### src/include/led_ctrl_pkg.sv
// Purpose: shared constants and types for the LED driver control register bank
// Assumes: 8-bit registers reached over a two-wire serial slave port
// Notes: the design logic takes offsets, reset values and field positions from here; the bench repeats some as literals
package led_ctrl_pkg;
	// register offsets
	localparam logic [7:0] OFF_GREEN_CURRENT = 8'h06;
	localparam logic [7:0] OFF_BLUE_CURRENT = 8'h07;
	localparam logic [7:0] OFF_CONFIG = 8'h08;
	localparam logic [7:0] OFF_RED_PC = 8'h09;
	localparam logic [7:0] OFF_GREEN_PC = 8'h0a;
	localparam logic [7:0] OFF_BLUE_PC = 8'h0b;
	localparam logic [7:0] OFF_STATUS = 8'h0c;
	localparam logic [7:0] OFF_SOFT_RESET = 8'h0d;

	// values after reset, the reset key and the read-zero value
	localparam logic [7:0] RST_CURRENT = 8'haf;
	localparam logic [7:0] RST_CONFIG = 8'h00;
	localparam logic [3:0] RST_POINTER = 4'h0;
	localparam logic [2:0] RST_FLAGS = 3'h0;
	localparam logic [7:0] SOFT_RESET_KEY = 8'hff;
	localparam logic [7:0] READ_ZERO = 8'h00;

	// configuration and status field positions
	localparam int CFG_FAST_DIM_BIT = 6;
	localparam int CFG_AUTO_SLEEP_BIT = 5;
	localparam int CFG_PUMP_HI = 4;
	localparam int CFG_PUMP_LO = 3;
	localparam int CFG_RED_ROUTE_BIT = 2;
	localparam int CFG_CLK_HI = 1;
	localparam int CFG_CLK_LO = 0;
	localparam int STATUS_EXT_CLK_BIT = 3;

	// field encodings
	localparam logic [1:0] HOLD_CODE = 2'h0;
	localparam logic [1:0] PUMP_OFF = 2'h0;
	localparam logic [1:0] PUMP_BYPASS = 2'h1;
	localparam logic [1:0] PUMP_GAIN_1P5 = 2'h2;
	localparam logic [1:0] PUMP_AUTO = 2'h3;
	localparam logic [1:0] CLKSRC_EXTERNAL = 2'h0;
	localparam logic [1:0] CLKSRC_INTERNAL = 2'h1;
	localparam logic [1:0] CLKSRC_AUTO = 2'h2;

	// serial slave: upper five address bits, value is arbitrary
	localparam logic [4:0] SLAVE_ADDR_BASE = 5'h1a;
	localparam logic [3:0] BIT_COUNT_IN_LAST = 4'h8;
	localparam logic [3:0] BIT_COUNT_OUT_LAST = 4'h7;

	typedef enum logic [3:0] {
		ST_IDLE = 4'b0000,
		ST_ADDR = 4'b0001,
		ST_ADDR_ACK = 4'b0010,
		ST_REG = 4'b0011,
		ST_REG_ACK = 4'b0100,
		ST_WDATA = 4'b0101,
		ST_WDATA_ACK = 4'b0110,
		ST_RDATA = 4'b0111,
		ST_RDATA_ACK = 4'b1000
	} bus_state_e;
endpackage : led_ctrl_pkg

### src/design/bit_synchroniser.sv
// Purpose: two-flop synchroniser for levels arriving from outside MCLK
// Assumes: inputs are slow levels relative to MCLK
// Notes: the first stage feeds only the second stage
`timescale 1ns/100ps
module bit_synchroniser #(
	parameter int unsigned WIDTH = 1
) (
	input wire logic clk,
	input wire logic rst_n,
	input wire logic [WIDTH-1:0] async_in,
	output logic [WIDTH-1:0] sync_out
);
	logic [WIDTH-1:0] stage1;

	// metastability settles in stage1 before anyone looks
	always_ff @(posedge clk or negedge rst_n) begin
		if (!rst_n) begin
			stage1 <= '0;
			sync_out <= '0;
		end else begin
			stage1 <= async_in;
			sync_out <= stage1;
		end
	end
endmodule : bit_synchroniser

### src/design/led_driver_control_registers.sv
// Purpose: control register bank of a three-channel LED driver behind a serial slave port
// Assumes: MCLK at 250 MHz; serial and slow clock pins are asynchronous to it
// Notes: sequencer execution_control fields, end events and clock-detect state come from same-clock logic
`timescale 1ns/100ps

// Summary of operation
// - green and blue current reset to 0xaf
// - config bit 6 picks fast dimming clock
// - config bit 5 enables automatic sleep
// - config bits 4:3 select pump gain
// - config bit 2 routes red supply
// - config bits 1:0 pick controller clock source
// - three 4-bit pointers at 0x09..0x0b
// - pointer access only while channel holds
// - pointer writes take effect on slow clock
// - status bit 3 shows external clock use
// - status bits 2:0 are channel flags
// - reading status clears all three flags
// - interrupt pin low-active, released after read
// - writing 0xff to 0x0d resets all
// - reset write byte gets no acknowledge
// - hold finishes instruction, then pointer accessible
module led_driver_control_registers (
	input wire logic MCLK,
	input wire logic ARST_N,
	input wire logic SCL_IN,
	input wire logic SDA_IN,
	output logic SDA_OUT,
	output logic SDA_OE_N,
	input wire logic [1:0] ADDR_SEL,
	input wire logic SLOW_CLOCK_INPUT,
	input wire logic [5:0] EXECUTION_CONTROL,
	input wire logic [2:0] END_IRQ,
	input wire logic EXTERNAL_CLOCK_ACTIVE,
	output logic [7:0] GREEN_CURRENT,
	output logic [7:0] BLUE_CURRENT,
	output logic FAST_DIMMING_CLOCK_SELECT,
	output logic AUTO_SLEEP_ENABLE,
	output logic [1:0] PUMP_GAIN_SELECT,
	output logic RED_SUPPLY_ROUTE,
	output logic [1:0] CLOCK_SOURCE_SELECT,
	output logic [3:0] RED_PROGRAM_POINTER,
	output logic [3:0] GREEN_PROGRAM_POINTER,
	output logic [3:0] BLUE_PROGRAM_POINTER,
	output logic INT_N,
	output logic SOFT_RESET
);
	logic [1:0] pins_s;
	logic slow_s;
	logic [1:0] addr_s;
	logic scl_s, sda_s, scl_d, sda_d, slow_d;
	logic scl_rise, scl_fall, start_cond, stop_cond, slow_tick;

	led_ctrl_pkg::bus_state_e state, next_state;
	logic [3:0] cnt, next_cnt;
	logic [7:0] shift, next_shift;
	logic [7:0] out_byte, next_out_byte;
	logic drive, next_drive;
	logic [7:0] ptr, next_ptr;
	logic reading, next_reading;
	logic wr_pulse, rd_pulse, rst_pulse;
	logic [7:0] read_data;

	logic [7:0] green, next_green, blue, next_blue, config_reg, next_config;
	logic [3:0] pc [3], next_pc [3];
	logic [3:0] committed [3], next_committed [3];
	logic [2:0] pending, next_pending;
	logic [2:0] flags, next_flags;
	logic int_n, next_int_n;
	logic soft_reset, next_soft_reset;
	logic [2:0] hold;

	// serial pins and the slow clock cross into MCLK here
	bit_synchroniser #(.WIDTH(2)) u_pin_sync (
		.clk(MCLK),
		.rst_n(ARST_N),
		.async_in({SCL_IN, SDA_IN}),
		.sync_out(pins_s)
	);
	bit_synchroniser #(.WIDTH(1)) u_slow_sync (
		.clk(MCLK),
		.rst_n(ARST_N),
		.async_in(SLOW_CLOCK_INPUT),
		.sync_out(slow_s)
	);
	bit_synchroniser #(.WIDTH(2)) u_addr_sync (
		.clk(MCLK),
		.rst_n(ARST_N),
		.async_in(ADDR_SEL),
		.sync_out(addr_s)
	);

	assign scl_s = pins_s[1];
	assign sda_s = pins_s[0];

	// previous values for edge detection
	always_ff @(posedge MCLK or negedge ARST_N) begin
		if (!ARST_N) begin
			scl_d <= 1'b0;
			sda_d <= 1'b0;
			slow_d <= 1'b0;
		end else begin
			scl_d <= scl_s;
			sda_d <= sda_s;
			slow_d <= slow_s;
		end
	end

	assign scl_rise = scl_s & ~scl_d;
	assign scl_fall = ~scl_s & scl_d;
	assign start_cond = scl_s & scl_d & sda_d & ~sda_s;
	assign stop_cond = scl_s & scl_d & ~sda_d & sda_s;
	assign slow_tick = slow_s & ~slow_d;

	// hold decode per channel, index 2 red, 1 green, 0 blue
	always_comb begin
		for (int j = 0; j < 3; j++) begin
			hold[j] = (EXECUTION_CONTROL[2*j +: 2] == led_ctrl_pkg::HOLD_CODE);
		end
	end

	// read multiplexer; unmapped offsets and the reset register read zero
	always_comb begin
		read_data = led_ctrl_pkg::READ_ZERO;
		if (ptr == led_ctrl_pkg::OFF_GREEN_CURRENT) begin
			read_data = green;
		end else if (ptr == led_ctrl_pkg::OFF_BLUE_CURRENT) begin
			read_data = blue;
		end else if (ptr == led_ctrl_pkg::OFF_CONFIG) begin
			read_data = {1'b0, config_reg[6:0]};
		end else if (ptr == led_ctrl_pkg::OFF_RED_PC) begin
			read_data = hold[2] ? {4'h0, pc[2]} : led_ctrl_pkg::READ_ZERO;
		end else if (ptr == led_ctrl_pkg::OFF_GREEN_PC) begin
			read_data = hold[1] ? {4'h0, pc[1]} : led_ctrl_pkg::READ_ZERO;
		end else if (ptr == led_ctrl_pkg::OFF_BLUE_PC) begin
			read_data = hold[0] ? {4'h0, pc[0]} : led_ctrl_pkg::READ_ZERO;
		end else if (ptr == led_ctrl_pkg::OFF_STATUS) begin
			read_data = {4'h0, EXTERNAL_CLOCK_ACTIVE, flags};
		end else if (ptr == led_ctrl_pkg::OFF_SOFT_RESET) begin
			read_data = led_ctrl_pkg::READ_ZERO;
		end
	end

	// serial slave: sample on SCL rise, change SDA on SCL fall
	always_comb begin
		next_state = state;
		next_cnt = cnt;
		next_shift = shift;
		next_out_byte = out_byte;
		next_drive = drive;
		next_ptr = ptr;
		next_reading = reading;
		wr_pulse = 1'b0;
		rd_pulse = 1'b0;
		rst_pulse = 1'b0;
		if (start_cond) begin
			next_state = led_ctrl_pkg::ST_ADDR;
			next_cnt = 4'h0;
			next_drive = 1'b0;
		end else if (stop_cond) begin
			next_state = led_ctrl_pkg::ST_IDLE;
			next_drive = 1'b0;
		end else if (scl_rise) begin
			case (state)
				led_ctrl_pkg::ST_ADDR, led_ctrl_pkg::ST_REG, led_ctrl_pkg::ST_WDATA: begin
					next_shift = {shift[6:0], sda_s};
					next_cnt = cnt + 4'h1;
				end
				led_ctrl_pkg::ST_RDATA_ACK: begin
					// a not-acknowledge ends the read burst
					if (sda_s) begin
						next_state = led_ctrl_pkg::ST_IDLE;
					end
				end
				default: begin
				end
			endcase
		end else if (scl_fall) begin
			case (state)
				led_ctrl_pkg::ST_ADDR: begin
					if (cnt == led_ctrl_pkg::BIT_COUNT_IN_LAST) begin
						if (shift[7:1] == {led_ctrl_pkg::SLAVE_ADDR_BASE, addr_s}) begin
							next_state = led_ctrl_pkg::ST_ADDR_ACK;
							next_drive = 1'b1;
							next_reading = shift[0];
						end else begin
							next_state = led_ctrl_pkg::ST_IDLE;
						end
					end
				end
				led_ctrl_pkg::ST_ADDR_ACK: begin
					next_cnt = 4'h0;
					if (reading) begin
						next_state = led_ctrl_pkg::ST_RDATA;
						rd_pulse = 1'b1;
						next_out_byte = read_data;
						next_drive = ~read_data[7];
						next_ptr = ptr + 8'h01;
					end else begin
						next_state = led_ctrl_pkg::ST_REG;
						next_drive = 1'b0;
					end
				end
				led_ctrl_pkg::ST_REG: begin
					if (cnt == led_ctrl_pkg::BIT_COUNT_IN_LAST) begin
						next_ptr = shift;
						next_state = led_ctrl_pkg::ST_REG_ACK;
						next_drive = 1'b1;
					end
				end
				led_ctrl_pkg::ST_WDATA: begin
					if (cnt == led_ctrl_pkg::BIT_COUNT_IN_LAST) begin
						if (ptr == led_ctrl_pkg::OFF_SOFT_RESET && shift == led_ctrl_pkg::SOFT_RESET_KEY) begin
							// no acknowledge: the bus returns to idle
							rst_pulse = 1'b1;
							next_state = led_ctrl_pkg::ST_IDLE;
							next_drive = 1'b0;
						end else begin
							wr_pulse = 1'b1;
							next_ptr = ptr + 8'h01;
							next_state = led_ctrl_pkg::ST_WDATA_ACK;
							next_drive = 1'b1;
						end
					end
				end
				led_ctrl_pkg::ST_REG_ACK, led_ctrl_pkg::ST_WDATA_ACK: begin
					next_drive = 1'b0;
					next_cnt = 4'h0;
					next_state = led_ctrl_pkg::ST_WDATA;
				end
				led_ctrl_pkg::ST_RDATA: begin
					if (cnt == led_ctrl_pkg::BIT_COUNT_OUT_LAST) begin
						next_drive = 1'b0;
						next_state = led_ctrl_pkg::ST_RDATA_ACK;
					end else begin
						next_out_byte = {out_byte[6:0], 1'b0};
						next_drive = ~out_byte[6];
						next_cnt = cnt + 4'h1;
					end
				end
				led_ctrl_pkg::ST_RDATA_ACK: begin
					next_state = led_ctrl_pkg::ST_RDATA;
					next_cnt = 4'h0;
					rd_pulse = 1'b1;
					next_out_byte = read_data;
					next_drive = ~read_data[7];
					next_ptr = ptr + 8'h01;
				end
				default: begin
				end
			endcase
		end
	end

	always_ff @(posedge MCLK or negedge ARST_N) begin
		if (!ARST_N) begin
			state <= led_ctrl_pkg::ST_IDLE;
			cnt <= 4'h0;
			shift <= 8'h00;
			out_byte <= 8'h00;
			drive <= 1'b0;
			ptr <= 8'h00;
			reading <= 1'b0;
		end else begin
			state <= next_state;
			cnt <= next_cnt;
			shift <= next_shift;
			out_byte <= next_out_byte;
			drive <= next_drive;
			ptr <= next_ptr;
			reading <= next_reading;
		end
	end

	// register file; a set of a flag wins over the read clear
	always_comb begin
		next_green = green;
		next_blue = blue;
		next_config = config_reg;
		next_pending = pending;
		next_soft_reset = rst_pulse;
		for (int j = 0; j < 3; j++) begin
			next_pc[j] = pc[j];
			next_committed[j] = committed[j];
			if (slow_tick && pending[j]) begin
				next_committed[j] = pc[j];
				next_pending[j] = 1'b0;
			end
		end
		next_flags = flags;
		if (rd_pulse && ptr == led_ctrl_pkg::OFF_STATUS) begin
			next_flags = led_ctrl_pkg::RST_FLAGS;
		end
		next_flags = next_flags | END_IRQ;
		if (wr_pulse) begin
			if (ptr == led_ctrl_pkg::OFF_GREEN_CURRENT) begin
				next_green = shift;
			end else if (ptr == led_ctrl_pkg::OFF_BLUE_CURRENT) begin
				next_blue = shift;
			end else if (ptr == led_ctrl_pkg::OFF_CONFIG) begin
				next_config = {1'b0, shift[6:0]};
			end else if (ptr >= led_ctrl_pkg::OFF_RED_PC && ptr <= led_ctrl_pkg::OFF_BLUE_PC) begin
				for (int j = 0; j < 3; j++) begin
					// pointer write refused unless the channel holds; host spacing covers the crossing
					if (ptr == led_ctrl_pkg::OFF_BLUE_PC - 8'(j) && hold[j]) begin
						next_pc[j] = shift[3:0];
						next_pending[j] = 1'b1;
					end
				end
			end
			// writes to the reset register other than the key fall through here unused
		end
		if (rst_pulse) begin
			next_green = led_ctrl_pkg::RST_CURRENT;
			next_blue = led_ctrl_pkg::RST_CURRENT;
			next_config = led_ctrl_pkg::RST_CONFIG;
			next_pending = 3'h0;
			next_flags = led_ctrl_pkg::RST_FLAGS;
			for (int j = 0; j < 3; j++) begin
				next_pc[j] = led_ctrl_pkg::RST_POINTER;
				next_committed[j] = led_ctrl_pkg::RST_POINTER;
			end
		end
		next_int_n = ~|next_flags;
	end

	always_ff @(posedge MCLK or negedge ARST_N) begin
		if (!ARST_N) begin
			green <= led_ctrl_pkg::RST_CURRENT;
			blue <= led_ctrl_pkg::RST_CURRENT;
			config_reg <= led_ctrl_pkg::RST_CONFIG;
			pending <= 3'h0;
			flags <= led_ctrl_pkg::RST_FLAGS;
			int_n <= 1'b1;
			soft_reset <= 1'b0;
			for (int j = 0; j < 3; j++) begin
				pc[j] <= led_ctrl_pkg::RST_POINTER;
				committed[j] <= led_ctrl_pkg::RST_POINTER;
			end
		end else begin
			green <= next_green;
			blue <= next_blue;
			config_reg <= next_config;
			pending <= next_pending;
			flags <= next_flags;
			int_n <= next_int_n;
			soft_reset <= next_soft_reset;
			for (int j = 0; j < 3; j++) begin
				pc[j] <= next_pc[j];
				committed[j] <= next_committed[j];
			end
		end
	end

	// outputs; open-drain SDA only ever pulls low
	assign SDA_OUT = 1'b0;
	assign SDA_OE_N = ~drive;
	assign GREEN_CURRENT = green;
	assign BLUE_CURRENT = blue;
	assign FAST_DIMMING_CLOCK_SELECT = config_reg[led_ctrl_pkg::CFG_FAST_DIM_BIT];
	assign AUTO_SLEEP_ENABLE = config_reg[led_ctrl_pkg::CFG_AUTO_SLEEP_BIT];
	assign PUMP_GAIN_SELECT = config_reg[led_ctrl_pkg::CFG_PUMP_HI:led_ctrl_pkg::CFG_PUMP_LO];
	assign RED_SUPPLY_ROUTE = config_reg[led_ctrl_pkg::CFG_RED_ROUTE_BIT];
	assign CLOCK_SOURCE_SELECT = config_reg[led_ctrl_pkg::CFG_CLK_HI:led_ctrl_pkg::CFG_CLK_LO];
	assign RED_PROGRAM_POINTER = committed[2];
	assign GREEN_PROGRAM_POINTER = committed[1];
	assign BLUE_PROGRAM_POINTER = committed[0];
	assign INT_N = int_n;
	assign SOFT_RESET = soft_reset;
endmodule : led_driver_control_registers

### config.mk
export PLATFORM = sky130hd
export DESIGN_NAME = led_driver_control_registers
export DESIGN_NICKNAME = d
export VERILOG_FILES = /design/src/include/led_ctrl_pkg.sv /design/src/design/bit_synchroniser.sv /design/src/design/led_driver_control_registers.sv
export SDC_FILE = /design/constraint.sdc
export NUM_CORES = 1
export LEC_CHECK = 0
export CORE_AREA = 5 5 109 111
export CTS_CLUSTER_DIAMETER = 200
export DETAILED_ROUTE_END_ITERATION = 8
export DIE_AREA = 0 0 114 116
export DONT_BUFFER_PORTS = 1
export GPL_TIMING_DRIVEN = 0
export PLACE_DENSITY = 0.61
export SYNTH_ARGS = -nofsm -noshare
export SYNTH_HDL_FRONTEND = slang
export SYNTH_HIERARCHICAL = 1
export SYNTH_SLANG_ARGS = --single-unit
### constraint.sdc
create_clock -name MCLK -period 6.39 [get_ports MCLK]
set_clock_uncertainty 0.15 [all_clocks]
set_input_delay 0.3195 -clock MCLK [delete_from_list [all_inputs] [get_ports MCLK]]
set_output_delay 0.3195 -clock MCLK [all_outputs]
set_load 0.02 [all_outputs]
Word level (Yosys, flattened, before mapping):

Index checks and enable logic that the tools add are counted.

* flip-flop bits (word level): 101
* word-level logic and storage cells: 252

* multiplexer cells: 109
* reduce and logical (&&, ||, !) cells: 48
* magnitude comparators: 2
* equality and inequality tests: 42
* $add $sub $neg: 2
* bitwise operators: 20

Operator list (number)
* 4-bit 2-to-1 mux: 29
* 8-bit 2-to-1 mux: 13
* 12-bit 2-to-1 mux: 7
* 7-bit 2-to-1 mux: 8
* 8-bit by 4-bit equality test with 1-bit output, second input constant: 6
* 1-bit 2-to-1 mux: 35
* 8-bit one-hot mux with 4 select lines: 1
* 3-bit 2-to-1 mux: 10
* 4-bit one-hot mux with 7 select lines: 1
* 2-bit nonzero test: 11
* 7-bit one-hot mux with 3 select lines: 1
* 7-bit AND reduction: 3
* 4-bit by 3-bit equality test with 1-bit output, second input constant: 5
* 4-bit inequality test, second input constant: 5
* 5-bit inequality test, second input constant: 4
* 2-bit inequality test, second input constant: 9
* 6-bit AND reduction: 3
* 8-bit by 3-bit equality test with 1-bit output, second input constant: 2
* 4-bit nonzero test: 3
* 1-bit NOT: 11
* 1-bit logical AND: 9
* 9-bit AND reduction: 1
* 3-bit nonzero test: 3
* 9-bit nonzero test: 1
* 27 further kinds: 42

Logic depth before layout (Yosys ltp):

Gate-level depths: netlist of run 1.

* word-level depth: 15
* mapped depth: 10
* depth with buffers taken out: 9

Hierarchy:

Netlist of run 1, hierarchy kept.

By module, submodules not included
* led_driver_control_registers: cells each 527, area each 5031.1 um2, times used 1
* bit_synchroniser at u_addr_sync ...: cells each 4, area each 100.1 um2, times used 2
* bit_synchroniser at u_slow_sync: cells each 2, area each 50.0 um2, times used 1

Worst setup path before layout of run 1:

No wires, ideal clock.

* kind: register to register
* start point: register cnt[0]
* end point: register pc[4] in the netlist's numbering
* setup time: 125 ps
* arrival time: 2173 ps
* data required time: 6115 ps
* cell stages (with the launch flop): 10
* path slack: 3942 ps
* cells stage by stage: dfrtp_1 > inv_1 > ha_1 > and3b_1 > clkbuf_1 > o2111ai_1 > a21oi_1 > nand3_1 > a21oi_2 > mux2_2

* longest elaborated chain between the ends: 9
* elaborated cells between the ends (all ways): 21

Ends and longest elaborated chain
* from (decl): line led_driver_control_registers.sv:55 `logic [3:0] cnt, next_cnt;`
* from (signal assigned): line led_driver_control_registers.sv:266 `cnt <= next_cnt;`
* 4-bit equality test (*): line led_driver_control_registers.sv:212 `if (cnt == led_ctrl_pkg::BIT_COUNT_IN_LAST) begin`
* 1-bit 2-to-1 mux: line led_driver_control_registers.sv:212
* 1-bit 2-to-1 mux: line led_driver_control_registers.sv:179 `case (state)`
* 1-bit 2-to-1 mux: line led_driver_control_registers.sv:178 `end else if (scl_fall) begin`
* 1-bit 2-to-1 mux: line led_driver_control_registers.sv:163 `end else if (scl_rise) begin`
* 1-bit 2-to-1 mux: line led_driver_control_registers.sv:160 `end else if (stop_cond) begin`
* 1-bit 2-to-1 mux: line led_driver_control_registers.sv:156 `if (start_cond) begin`
* 2-bit inequality test (no line) / 2-bit nonzero test (equally long branches)
* 6-bit AND reduction (no line)
* to (signal, indexed assignment): line led_driver_control_registers.sv:337 `pc[j] <= led_ctrl_pkg::RST_POINTER;`
* to (signal, indexed assignment): line led_driver_control_registers.sv:349 `pc[j] <= next_pc[j];`
* to (decl): line led_driver_control_registers.sv:65 `logic [3:0] pc [3], next_pc [3];`

Mark *: on every way between the ends. The rest lies on a longest branch, timed or not.
A chain may end at the register's enable or synchronous reset.

Worst setup path after layout of run 1:

* start point: register state[2]
* end point: register int_n (netlist: INT_N)

* longest elaborated chain between the ends: 12
* elaborated cells between the ends (all ways): 19

Ends and longest elaborated chain
* from (decl): line led_driver_control_registers.sv:54 `led_ctrl_pkg::bus_state_e state, next_state;`
* from (signal assigned): line led_driver_control_registers.sv:257 `state <= led_ctrl_pkg::ST_IDLE;`
* from (signal assigned): line led_driver_control_registers.sv:265 `state <= next_state;`
* 4-bit equality test / 4-bit by 2-bit equality test with 1-bit output (equally long branches): line led_driver_control_registers.sv:179
* 1-bit one-hot mux with 2 select lines: line led_driver_control_registers.sv:179
* 1-bit 2-to-1 mux: line led_driver_control_registers.sv:178
* 1-bit 2-to-1 mux: line led_driver_control_registers.sv:163
* 1-bit 2-to-1 mux: line led_driver_control_registers.sv:160
* 1-bit 2-to-1 mux: line led_driver_control_registers.sv:156
* 1-bit logical AND: line led_driver_control_registers.sv:291 `if (rd_pulse && ptr == led_ctrl_pkg::OFF_STATUS) begin`
* 3-bit 2-to-1 mux: line led_driver_control_registers.sv:291
* 3-bit bitwise OR: line led_driver_control_registers.sv:294 `next_flags = next_flags | END_IRQ;`
* 3-bit 2-to-1 mux (*): line led_driver_control_registers.sv:313 `if (rst_pulse) begin`
* 3-bit OR reduction (*): line led_driver_control_registers.sv:324 `next_int_n = ~|next_flags;`
* 1-bit zero test (*): line led_driver_control_registers.sv:324
* via next_int_n: line led_driver_control_registers.sv:69 `logic int_n, next_int_n;`
* to (signal assigned): line led_driver_control_registers.sv:346 `int_n <= next_int_n;`
* to (decl): line led_driver_control_registers.sv:69

Mark *: on every way through the listed nets, which the timed path passes. The rest lies on a longest branch.

==> results by stage, run 1 <==
Cells and area:
- The footprint of the multi-input gates is 2550 sq um.
- The post-layout instance count excluding filler cells is 704.
- The area added between synthesis and finish is 9.33%.
- The register with the most flip-flops in the layout has 12 of them.
- The diode insertion count for antenna repair is 0.
- The layout filler cell count is 989.
- The library cell used most frequently in the layout, excluding fill and tap cells, is dfrtp_1.
- The most flop-heavy register is pc.
- In the final design database the tool counted 585 nets.
- In the layout the commonest cells are 88 x dfrtp_1, 61 x nand2_1, 46 x a21oi_1.
- The sequential cell area is 2540 sq um.
- The fraction of layout instances using a drive strength above 1 is 17.2%.

Run:
- Max-cap violations in this run came to 0.

Global routing:
- The wire length of the first global-routing pass is 22900 um.
- The number of global-route vias before repair was 4211.
- The pin count of the biggest net entering global routing is 102.
- After global routing the overflow that remains totals 0.
- The combined global-route utilization of all metal layers is 22.2%.
- The number of antenna violations at the first check in global routing came to 0.

CTS:
- The number of sinks on the clock net is 101.
- TritonCTS built the clock tree.
- The largest buffer count on any clock path is 2.
- The H-tree generated during clock tree synthesis spans 3 levels.
- The number of buffers added by the clock tree synthesis step is 9.
- The register clock-pin slew on the reported worst setup and hold paths is 0.10 ns.
- The number of gates resized after CTS was 0.
- The root buffer cell chosen for the clock tree is clkbuf_8.
- The later pin in the worst-skew pair is clocked with a latency of 0.38 ns.

Timing:
- The count of endpoints failing setup in the final report is 0.
- The count of endpoints failing hold in the final timing report came to 0.
- The final critical-path setup slack is 3.33 ns.
- The slew at the pin with the worst max-slew slack is 1.07 ns.
- Hold timing on the final database bottoms out at a slack of 0.129 ns.
- Setup repair after global routing left no endpoint under its margin.
- Based on the critical path, the design can be clocked at up to 326 MHz.
- Dividing the final minimum period by the clock period gives 47.9%.
- The number of pins exceeding their max-slew limit in the final report is 0.
- The tightest slew margin relative to the limit is 28.4%.
- The worst path needs 3.06 ns of the cycle, external delays included.
- For the final routed database, the setup TNS stands at 0 ns.

Placed design:
- The worst slack at placement is 3.38 ns.
- Once placement completed, the tool counted placed cells totaling 677.
- The detailed placer's ending HPWL is 10000 um.
- At the end of routability-driven placement, the weighted congestion stood at 0.909.
- The count of input and output buffers is 0.

Floorplan:
- The initial standard-cell utilization of the core is 49.4%.
- Measured along the y axis, the die boundary spans 116 um.
- The number of top-level design ports is 56.
- The floorplan core area is 10700 sq um.
- The die is 114 um wide.
- The total die area is 13200 sq um.
- The floorplan has 38 rows.

Logic synthesis:
- Yosys mapped a number of flops with a built-in enable equal to 0.
- For this run, the leading register cell type out of synthesis is dfrtp_1.
- Summing every instance area after synthesis gives 5280 sq um.
- After synthesis, the netlist uses 73 different library cells.
- Counting flops and latches in the post-synthesis netlist gives 101.
- Measured against the total synthesized area, the mux share comes to 8.08%.
- Summing the areas of all xor and xnor instances in the mapped netlist gives 0.498% of the synthesized area.
- The post-synthesis simple-gate area fraction is 19.9%.
- When the netlist entered floorplanning its net count stood at 563.
- The adder-cell area share of the yosys netlist is 2.13%.
- During synthesis, Yosys emitted a total of 6 warnings.
- By area, the combinational part of the netlist is dominated by simple AND/OR/NAND/NOR gates.
- After synthesis, flip-flops and latches occupy 48.2% of the total area.
- The post-synthesis cell count is 537.
- Summing the areas of all compound-gate instances in the mapped netlist gives 17.6% of the synthesized area.
- Dividing the synthesized area by the synthesized cell count gives 9.83 sq um.
- For this run, asynchronously set or reset flops after synthesis account for 100%.

Worst hold path:
- The tightest min-delay check is of the primary input to register type.

Setup path:
- Data on the critical path arrives at its endpoint at 3.24 ns.
- The largest stage delay on the critical path is 0.60 ns.
- STA classifies the critical path endpoint as a register.
- Data on the critical path is required at its endpoint by 6.56 ns.
- Walking the worst path, the cells encountered are clkbuf_1, or2_2, a21oi_1, and2_0, nand3_1, o31a_1, o41ai_1, dlygate4sd3_1.
- For this design, the slowest cell found on the critical path is dlygate4sd3_1.
- The number of buffers and inverters on the critical path is 2.
- Of all nets on the critical path, the largest fanout is 9.
- The category of cells accounting for the largest share of critical-path delay is simple AND/OR/NAND/NOR gates.
- The critical path in this run is classified as register to register.
- The worst setup path is launched from a register.

Routing:
- In the routed layout, each cell is associated on average with a via count of 6.02.
- The detail-routed net length per standard cell is 19.9 um.
- After detailed routing, the number of remaining DRC violations is 0.
- The violation count after the first detailed-routing iteration is 321.
- The routed layout has 4241 vias.
- The count of nets left with antenna violations after detail routing is 0.
- Summed over all layers, the routed wires come to 14000 um.
- The pre-antenna-repair detailed-routing pass consisted of 5 iterations.

Power:
- The analysis attributes to cell leakage a power of 2.50 nW.
- Total power for the finished layout comes to 1.16 mW.
- The areal power density over the cells is 201 nW/um^2.
- IR analysis of the VDD net gives a maximum drop of 0.137 mV.

Run status:
- The run finished with clean final reports.
-- cell usage after synthesis (3+ instances only) --
cell	count	area, sq um
o21ai_0	28	140
nor2b_1	6	37.5
o21a_1	3	22.5
and3_1	9	56.3
a21o_1	4	30.0
mux2_2	37	417
xnor2_1	3	26.3
and2_1	3	18.8
a22o_1	8	70.1
nor2_1	32	120
buf_2	7	35.0
a31oi_1	5	31.3
nand3_1	26	130
nand3b_1	3	22.5
inv_1	17	63.8
and2_4	6	52.6
nor3_1	12	60.1
o22ai_1	7	43.8
dfrtp_1	88	2200
ha_1	9	113
a21oi_1	46	230
dfstp_2	13	342
clkbuf_1	17	63.8
o31ai_1	4	30.0
nand4_1	4	25.0
or3b_2	3	26.3
nand2_1	61	229
nand2b_1	9	56.3
o41ai_1	6	52.6
a221oi_1	5	43.8
o2bb2ai_1	3	26.3
-- power breakdown --
part	total (mW)	leakage (nW)	switching, mW	internal [mW]
combinational	0.0817	1.11	0.0499	0.0318
clock	0.409	0.100	0.228	0.182
sequential	0.671	1.29	0.0174	0.654
-- final cells by class --
class                           count  share of cell area, %
Timing Repair Buffer               11                   2.21
Tap cell                          140                   3.03
Clock inverter                      6                   1.08
Multi-Input combinational cell    391                   44.1
Clock buffer                       10                   2.21
Inverter                           18                   1.19
Sequential cell                   101                   44.1
Buffer                             27                   2.10
-- metrics by stage --
| step | area, sq um | util, % |
|---|---|---|
| final | 5770 | 54.0 |
| after global routing | 5770 | 54.0 |
| after CTS | 5770 | 54.0 |
| after detailed placement | 5460 | 51.0 |
| after global placement | 5460 | 51.0 |
| after floorplan | 5280 | - |
-- per-layer routing --
metal	vias to the layer above	track usage (%)	wire length, um
met3	16	5.69	930
met5	-	0	0
met2	126	32.8	6180
li1	1989	-	-
met4	0	5.94	159
met1	2110	32.6	6760
-- path summary, 6_finish.rpt --
| kind | startpoint | end | slack (ns) | depth (start not counted) |
|---|---|---|---|---|
| worst max register to register | state[2] | INT_N | 3.33 | 8 |
| max in group asynchronous | ARST_N | BLUE_CURRENT[0] | 5.27 | 2 |
| worst min register to register | u_addr_sync/stage1[0] | u_addr_sync/sync_out[0] | 0.20 | 0 |
| worst max-delay path | state[2] | INT_N | 3.33 | 8 |
| min in group asynchronous | ARST_N | out_byte[0] | 0.42 | 2 |
| worst min-delay path | EXECUTION_CONTROL[2] | pending[1] | 0.13 | 3 |
-- worst register-to-register path: stages (launching register included) --
cell and delay [ns]:
dfrtp_1 0.37, clkbuf_1 0.18, or2_2 0.37, a21oi_1 0.24, and2_0 0.41, nand3_1 0.26
o31a_1 0.17, o41ai_1 0.27, dlygate4sd3_1 0.60
-- what timing repair did --
action,4_1_cts,5_1_grt
hold buffers,11,0
setup endpoints to repair,0,0
buffers inserted,0,0
hold endpoints to repair,110,0
-- cell families (layout without fill, tap and decap cells) --
kind of cell    Yosys count  after routing
simple gates            198            198
compound gates          142            142
flops                   101            101
buf+inv                  45             72
mux                      38             38
fa+ha+maj                 9              9
xor+xnor                  3              3
other cells               1              1
(Power assumes the default switching activity.)
==> run 2: changes to the inputs <==
Settings changed: ABC_AREA set to 1, CORE_AREA 5 5 109 111 to 5 5 108 110, DIE_AREA 0 0 114 116 to 0 0 113 115.
Clock period 6.39 ns to 3.02 ns, I/O delays scaled along.
==> results by stage, run 2 <==
Run status:
- The run finished with clean final reports.

Logic synthesis:
- After Yosys synthesis, full adders, half adders and majority gates account for 2.18% of the synthesized area.
- The fraction of post-synthesis cell area in the top cell type by area is 42.5%.
- The net count after synthesis is 675.
- Sequential cells were found to cover 49.1% of the synthesized design area.
- Counting instances in the post-synthesis netlist gives the leading cell types as 181 x nand2_1, 88 x dfrtp_1, 60 x inv_1, 48 x o21ai_0, 46 x nor2_1.
- In the post-synthesis netlist, the cell with the most instances is nand2_1.
- The summed instance area of the synthesized netlist is 5180 sq um.
- The prevailing post-synth register cell is dfrtp_1.
- The average size of a mapped cell is 7.98 sq um.
- The largest family of logic cells by synthesized area is simple AND/OR/NAND/NOR gates.
- Counting every instance in the synthesized netlist gives 649.
- The fraction of synthesis flops using an asynchronous set or reset pin is 100%.
- The number of warnings reported in the yosys synthesis log is 6.
- The xor-xnor portion of the synthesized cell area is 0.508%.
- The register bit count reported by yosys is 101.
- Ranked by total cell area, the synthesized netlist is headed by dfrtp_1 43%, nand2_1 13%, dfstp_2 6.6%, o21ai_0 4.6%, inv_1 4.4%.
- Summing the areas of all compound-gate instances in the mapped netlist gives 13.1% of the synthesized area.
- The post-synthesis simple-gate area fraction is 28.3%.
- The count of flip-flops with a built-in enable after synthesis is 0.
- Of all cell types, the one taking the most synthesized area is dfrtp_1.
- The number of library cell types mapped by synthesis is 41.
- The fraction of synthesized area in multiplexers is 0%.

Routing:
- For this run, the detailed router's first-pass iteration total came to 5.
- The remaining design rule violation count is 0.
- The detailed router finished its first iteration with 374 violations.
- The via count is 4307.
- The final routed wirelength across all metal layers is 13100 um.
- The detail route stage leaves a number of antenna-violating nets equal to 0.
- Using the TritonRoute via totals, the vias-per-cell ratio works out to 5.26.
- The detail-routed net length per standard cell is 16.0 um.

Worst hold path:
- For hold timing, the worst endpoint is pending[1].
- The cell count of the worst hold path is 4.
- The worst hold path begins at EXECUTION_CONTROL[2].
- The type of the tightest min-delay check is primary input to register.

Global routing:
- The number of global-route vias before repair is 4315.
- The pin count of the biggest net entering global routing is 102.
- For this run the aggregate overflow at the end of global routing stands at 0.
- The first global-routing pass estimated 21700 um of wire.
- The number of antenna violations at the first check in global routing is 0.
- The combined global-route utilization of all metal layers is 21.0%.

Setup path:
- The startpoint type of the worst setup path is a register.
- The critical path arrival is 2.78 ns.
- The setup check on the worst reg-to-reg path leaves a slack of 0.33 ns.
- For the worst setup path, the data required time is 3.12 ns.
- Measured in cells, the most critical reg-to-reg path has a length of 12.
- The critical path is of the register to register type.
- The capture point of the worst reg-to-reg path is BLUE_CURRENT[4].
- The startpoint of the lowest-slack register-to-register path is u_pin_sync/sync_out[1].
- The capturing element type of the critical path is a register.
- The maximum fanout along the worst path is 10.

Power:
- The maximum vdd drop is 0.286 mV.
- The analysis attributes to cell leakage a power of 2.58 nW.
- The final total power is 3.30 mW.
- Dividing total power by cell area gives a power density of 580 nW/um^2.

Cells and area:
- The layout filler cell count is 1021.
- The area added between synthesis and finish is 10.1%.
- The final layout contains 700 nets.
- The sequential cell area is 2540 sq um.
- The most flop-heavy register is pc.
- The library cell used most frequently in the layout, excluding fill and tap cells, is nand2_1.
- In the final layout, the multi-input gates occupy 2290 sq um.
- The fraction of layout instances using a drive strength above 1 is 11.5%.
- The register with the most flip-flops in the layout has 12 of them.
- The diode insertion count for antenna repair is 0.
- In the layout the commonest cells are 181 x nand2_1, 88 x dfrtp_1, 60 x inv_1.

Floorplan:
- The initial standard-cell utilization of the core is 48.8%.
- The overall die height is 115 um.
- The total area inside the core boundary comes to 10600 sq um.
- The x dimension of the die is 113 um.
- The total die area is 13000 sq um.
- 56 I/O pins were placed.
- The row count is 38.

Placed design:
- The count of input and output buffers is 0.
- Detailed placement ended at an HPWL of 9690 um.
- The routability congestion estimate is 0.882.

Run:
- The tool flagged a number of max-cap violations equal to 0.

CTS:
- The post-CTS repair timing setup buffer count is 0.
- TritonCTS built the clock tree.
- For this design, the CTS-stage hold fixing added 14 buffers.
- The clock net in this run drives a total of 101 sinks.
- The number of gates resized after CTS was 0.
- The largest buffer count on any clock path is 2.
- CTS placed an instance of clkbuf_8 at the clock tree root.
- The number of clock buffers added by TritonCTS is 9.
- The depth of the CTS H-tree is 3.
- The register clock-pin slew on the reported worst setup and hold paths is 0.10 ns.
- At the later pin of the worst-skew pair, clock insertion delay measures 0.38 ns.

Timing:
- The post-route clock period utilization is 89.0%.
- The achievable frequency is 372 MHz.
- The count of endpoints failing hold in the final timing report was 0.
- The worst pin sits at a relative slew slack of 65.5%.
- The number of pins exceeding their max-slew limit in the final report was 0.
- At the pin with the least slew margin, the transition time is 0.516 ns.
- Setup violations remaining at the end of the flow were counted as 0.
- The final total negative setup slack is 0 ns.
- After layout, the minimum clock period comes to 2.69 ns.
- Setup repair after global routing left no endpoint under its margin.
run 2: cell count changes in the layout (fill, tap and decap cells not counted), moves of 8 or more:
cell / before / now
inv_1: 17 / 60
nand3_1: 26 / 45
o21ai_0: 28 / 48
a21oi_1: 46 / 35
o21ai_2: 0 / 9
nand2_1: 61 / 181
nor2_1: 32 / 46
clkbuf_1: 18 / 5
mux2_2: 37 / 0
nand2b_1: 9 / 0
o21ai_1: 0 / 22
and3_1: 9 / 1
run 2: area by class of cell:
| cell class | instances | area share (%) |
|---|---|---|
| timing repair buffer | 14 | 2.77 |
| clock inverter | 7 | 1.12 |
| buffer | 16 | 1.54 |
| clock buffer | 9 | 2.17 |
| inverter | 68 | 4.48 |
| sequential | 101 | 44.7 |
| tap | 140 | 3.07 |
| multi-input combinational | 464 | 40.2 |
run 2: worst max-delay path: stages, from the launching register on:
cell and delay, ns:
dfrtp_1 0.42, ha_1 0.22, inv_1 0.14, nand2_1 0.11
nor2_2 0.16, nand2_1 0.13, inv_2 0.10, nand2_2 0.10
nor3_4 0.42, o21ai_2 0.22, buf_2 0.24, nand2_1 0.07
o21ai_0 0.08
run 2: how the worst max path moves through the flow:
stage / start / endpoint / slack, ns / cells after the start
after floorplan: u_pin_sync/sync_out[1] / GREEN_CURRENT[6] / 0.91 / 12
after global placement: u_pin_sync/sync_out[1] / BLUE_CURRENT[4] / 0.38 / 12
after detailed placement: u_pin_sync/sync_out[1] / BLUE_CURRENT[4] / 0.34 / 12
after CTS: u_pin_sync/sync_out[1] / BLUE_CURRENT[4] / 0.33 / 12
after global routing: u_pin_sync/sync_out[1] / BLUE_CURRENT[6] / 0.12 / 12
final: u_pin_sync/sync_out[1] / BLUE_CURRENT[4] / 0.33 / 12
run 2: logic make-up (layout without fill, tap and decap cells):
logic type,after synthesis,after routing
DFF,101,101
AOI/OAI and AO/OA,125,125
adders and majority gates,9,9
buffers and inverters,84,114
other,1,1
xor gates and xnor gates,3,3
and+or+nand+nor,326,326
run 2: power breakdown:
part | switching (mW) | internal (mW)
Clock | 0.483 | 0.379
Combinational | 0.596 | 0.250
Sequential | 0.117 | 1.48
Total | 1.20 | 2.11
run 2: stage by stage:
stage               worst slack [ns]  utilization, %  hold slack, ns  instances  instance area, sq um
detailed placement             0.342            50.5          -0.292        789                  5350
CTS                            0.325            53.7          0.0485        819                  5700
global placement               0.379            50.5          -0.292        789                  5350
finish                         0.334            53.7          0.0596        819                  5700
global route                   0.123            53.7          0.0590        819                  5700
floorplan                      0.915               -          -0.295        649                  5180
run 2: layer usage:
metal,GRT usage (%),wire (um),vias up
li1,-,-,2169
met1,26.3,5690,1988
met2,35.8,6430,126
met3,5.05,759,24
met4,7.37,244,0
met5,0,0,-
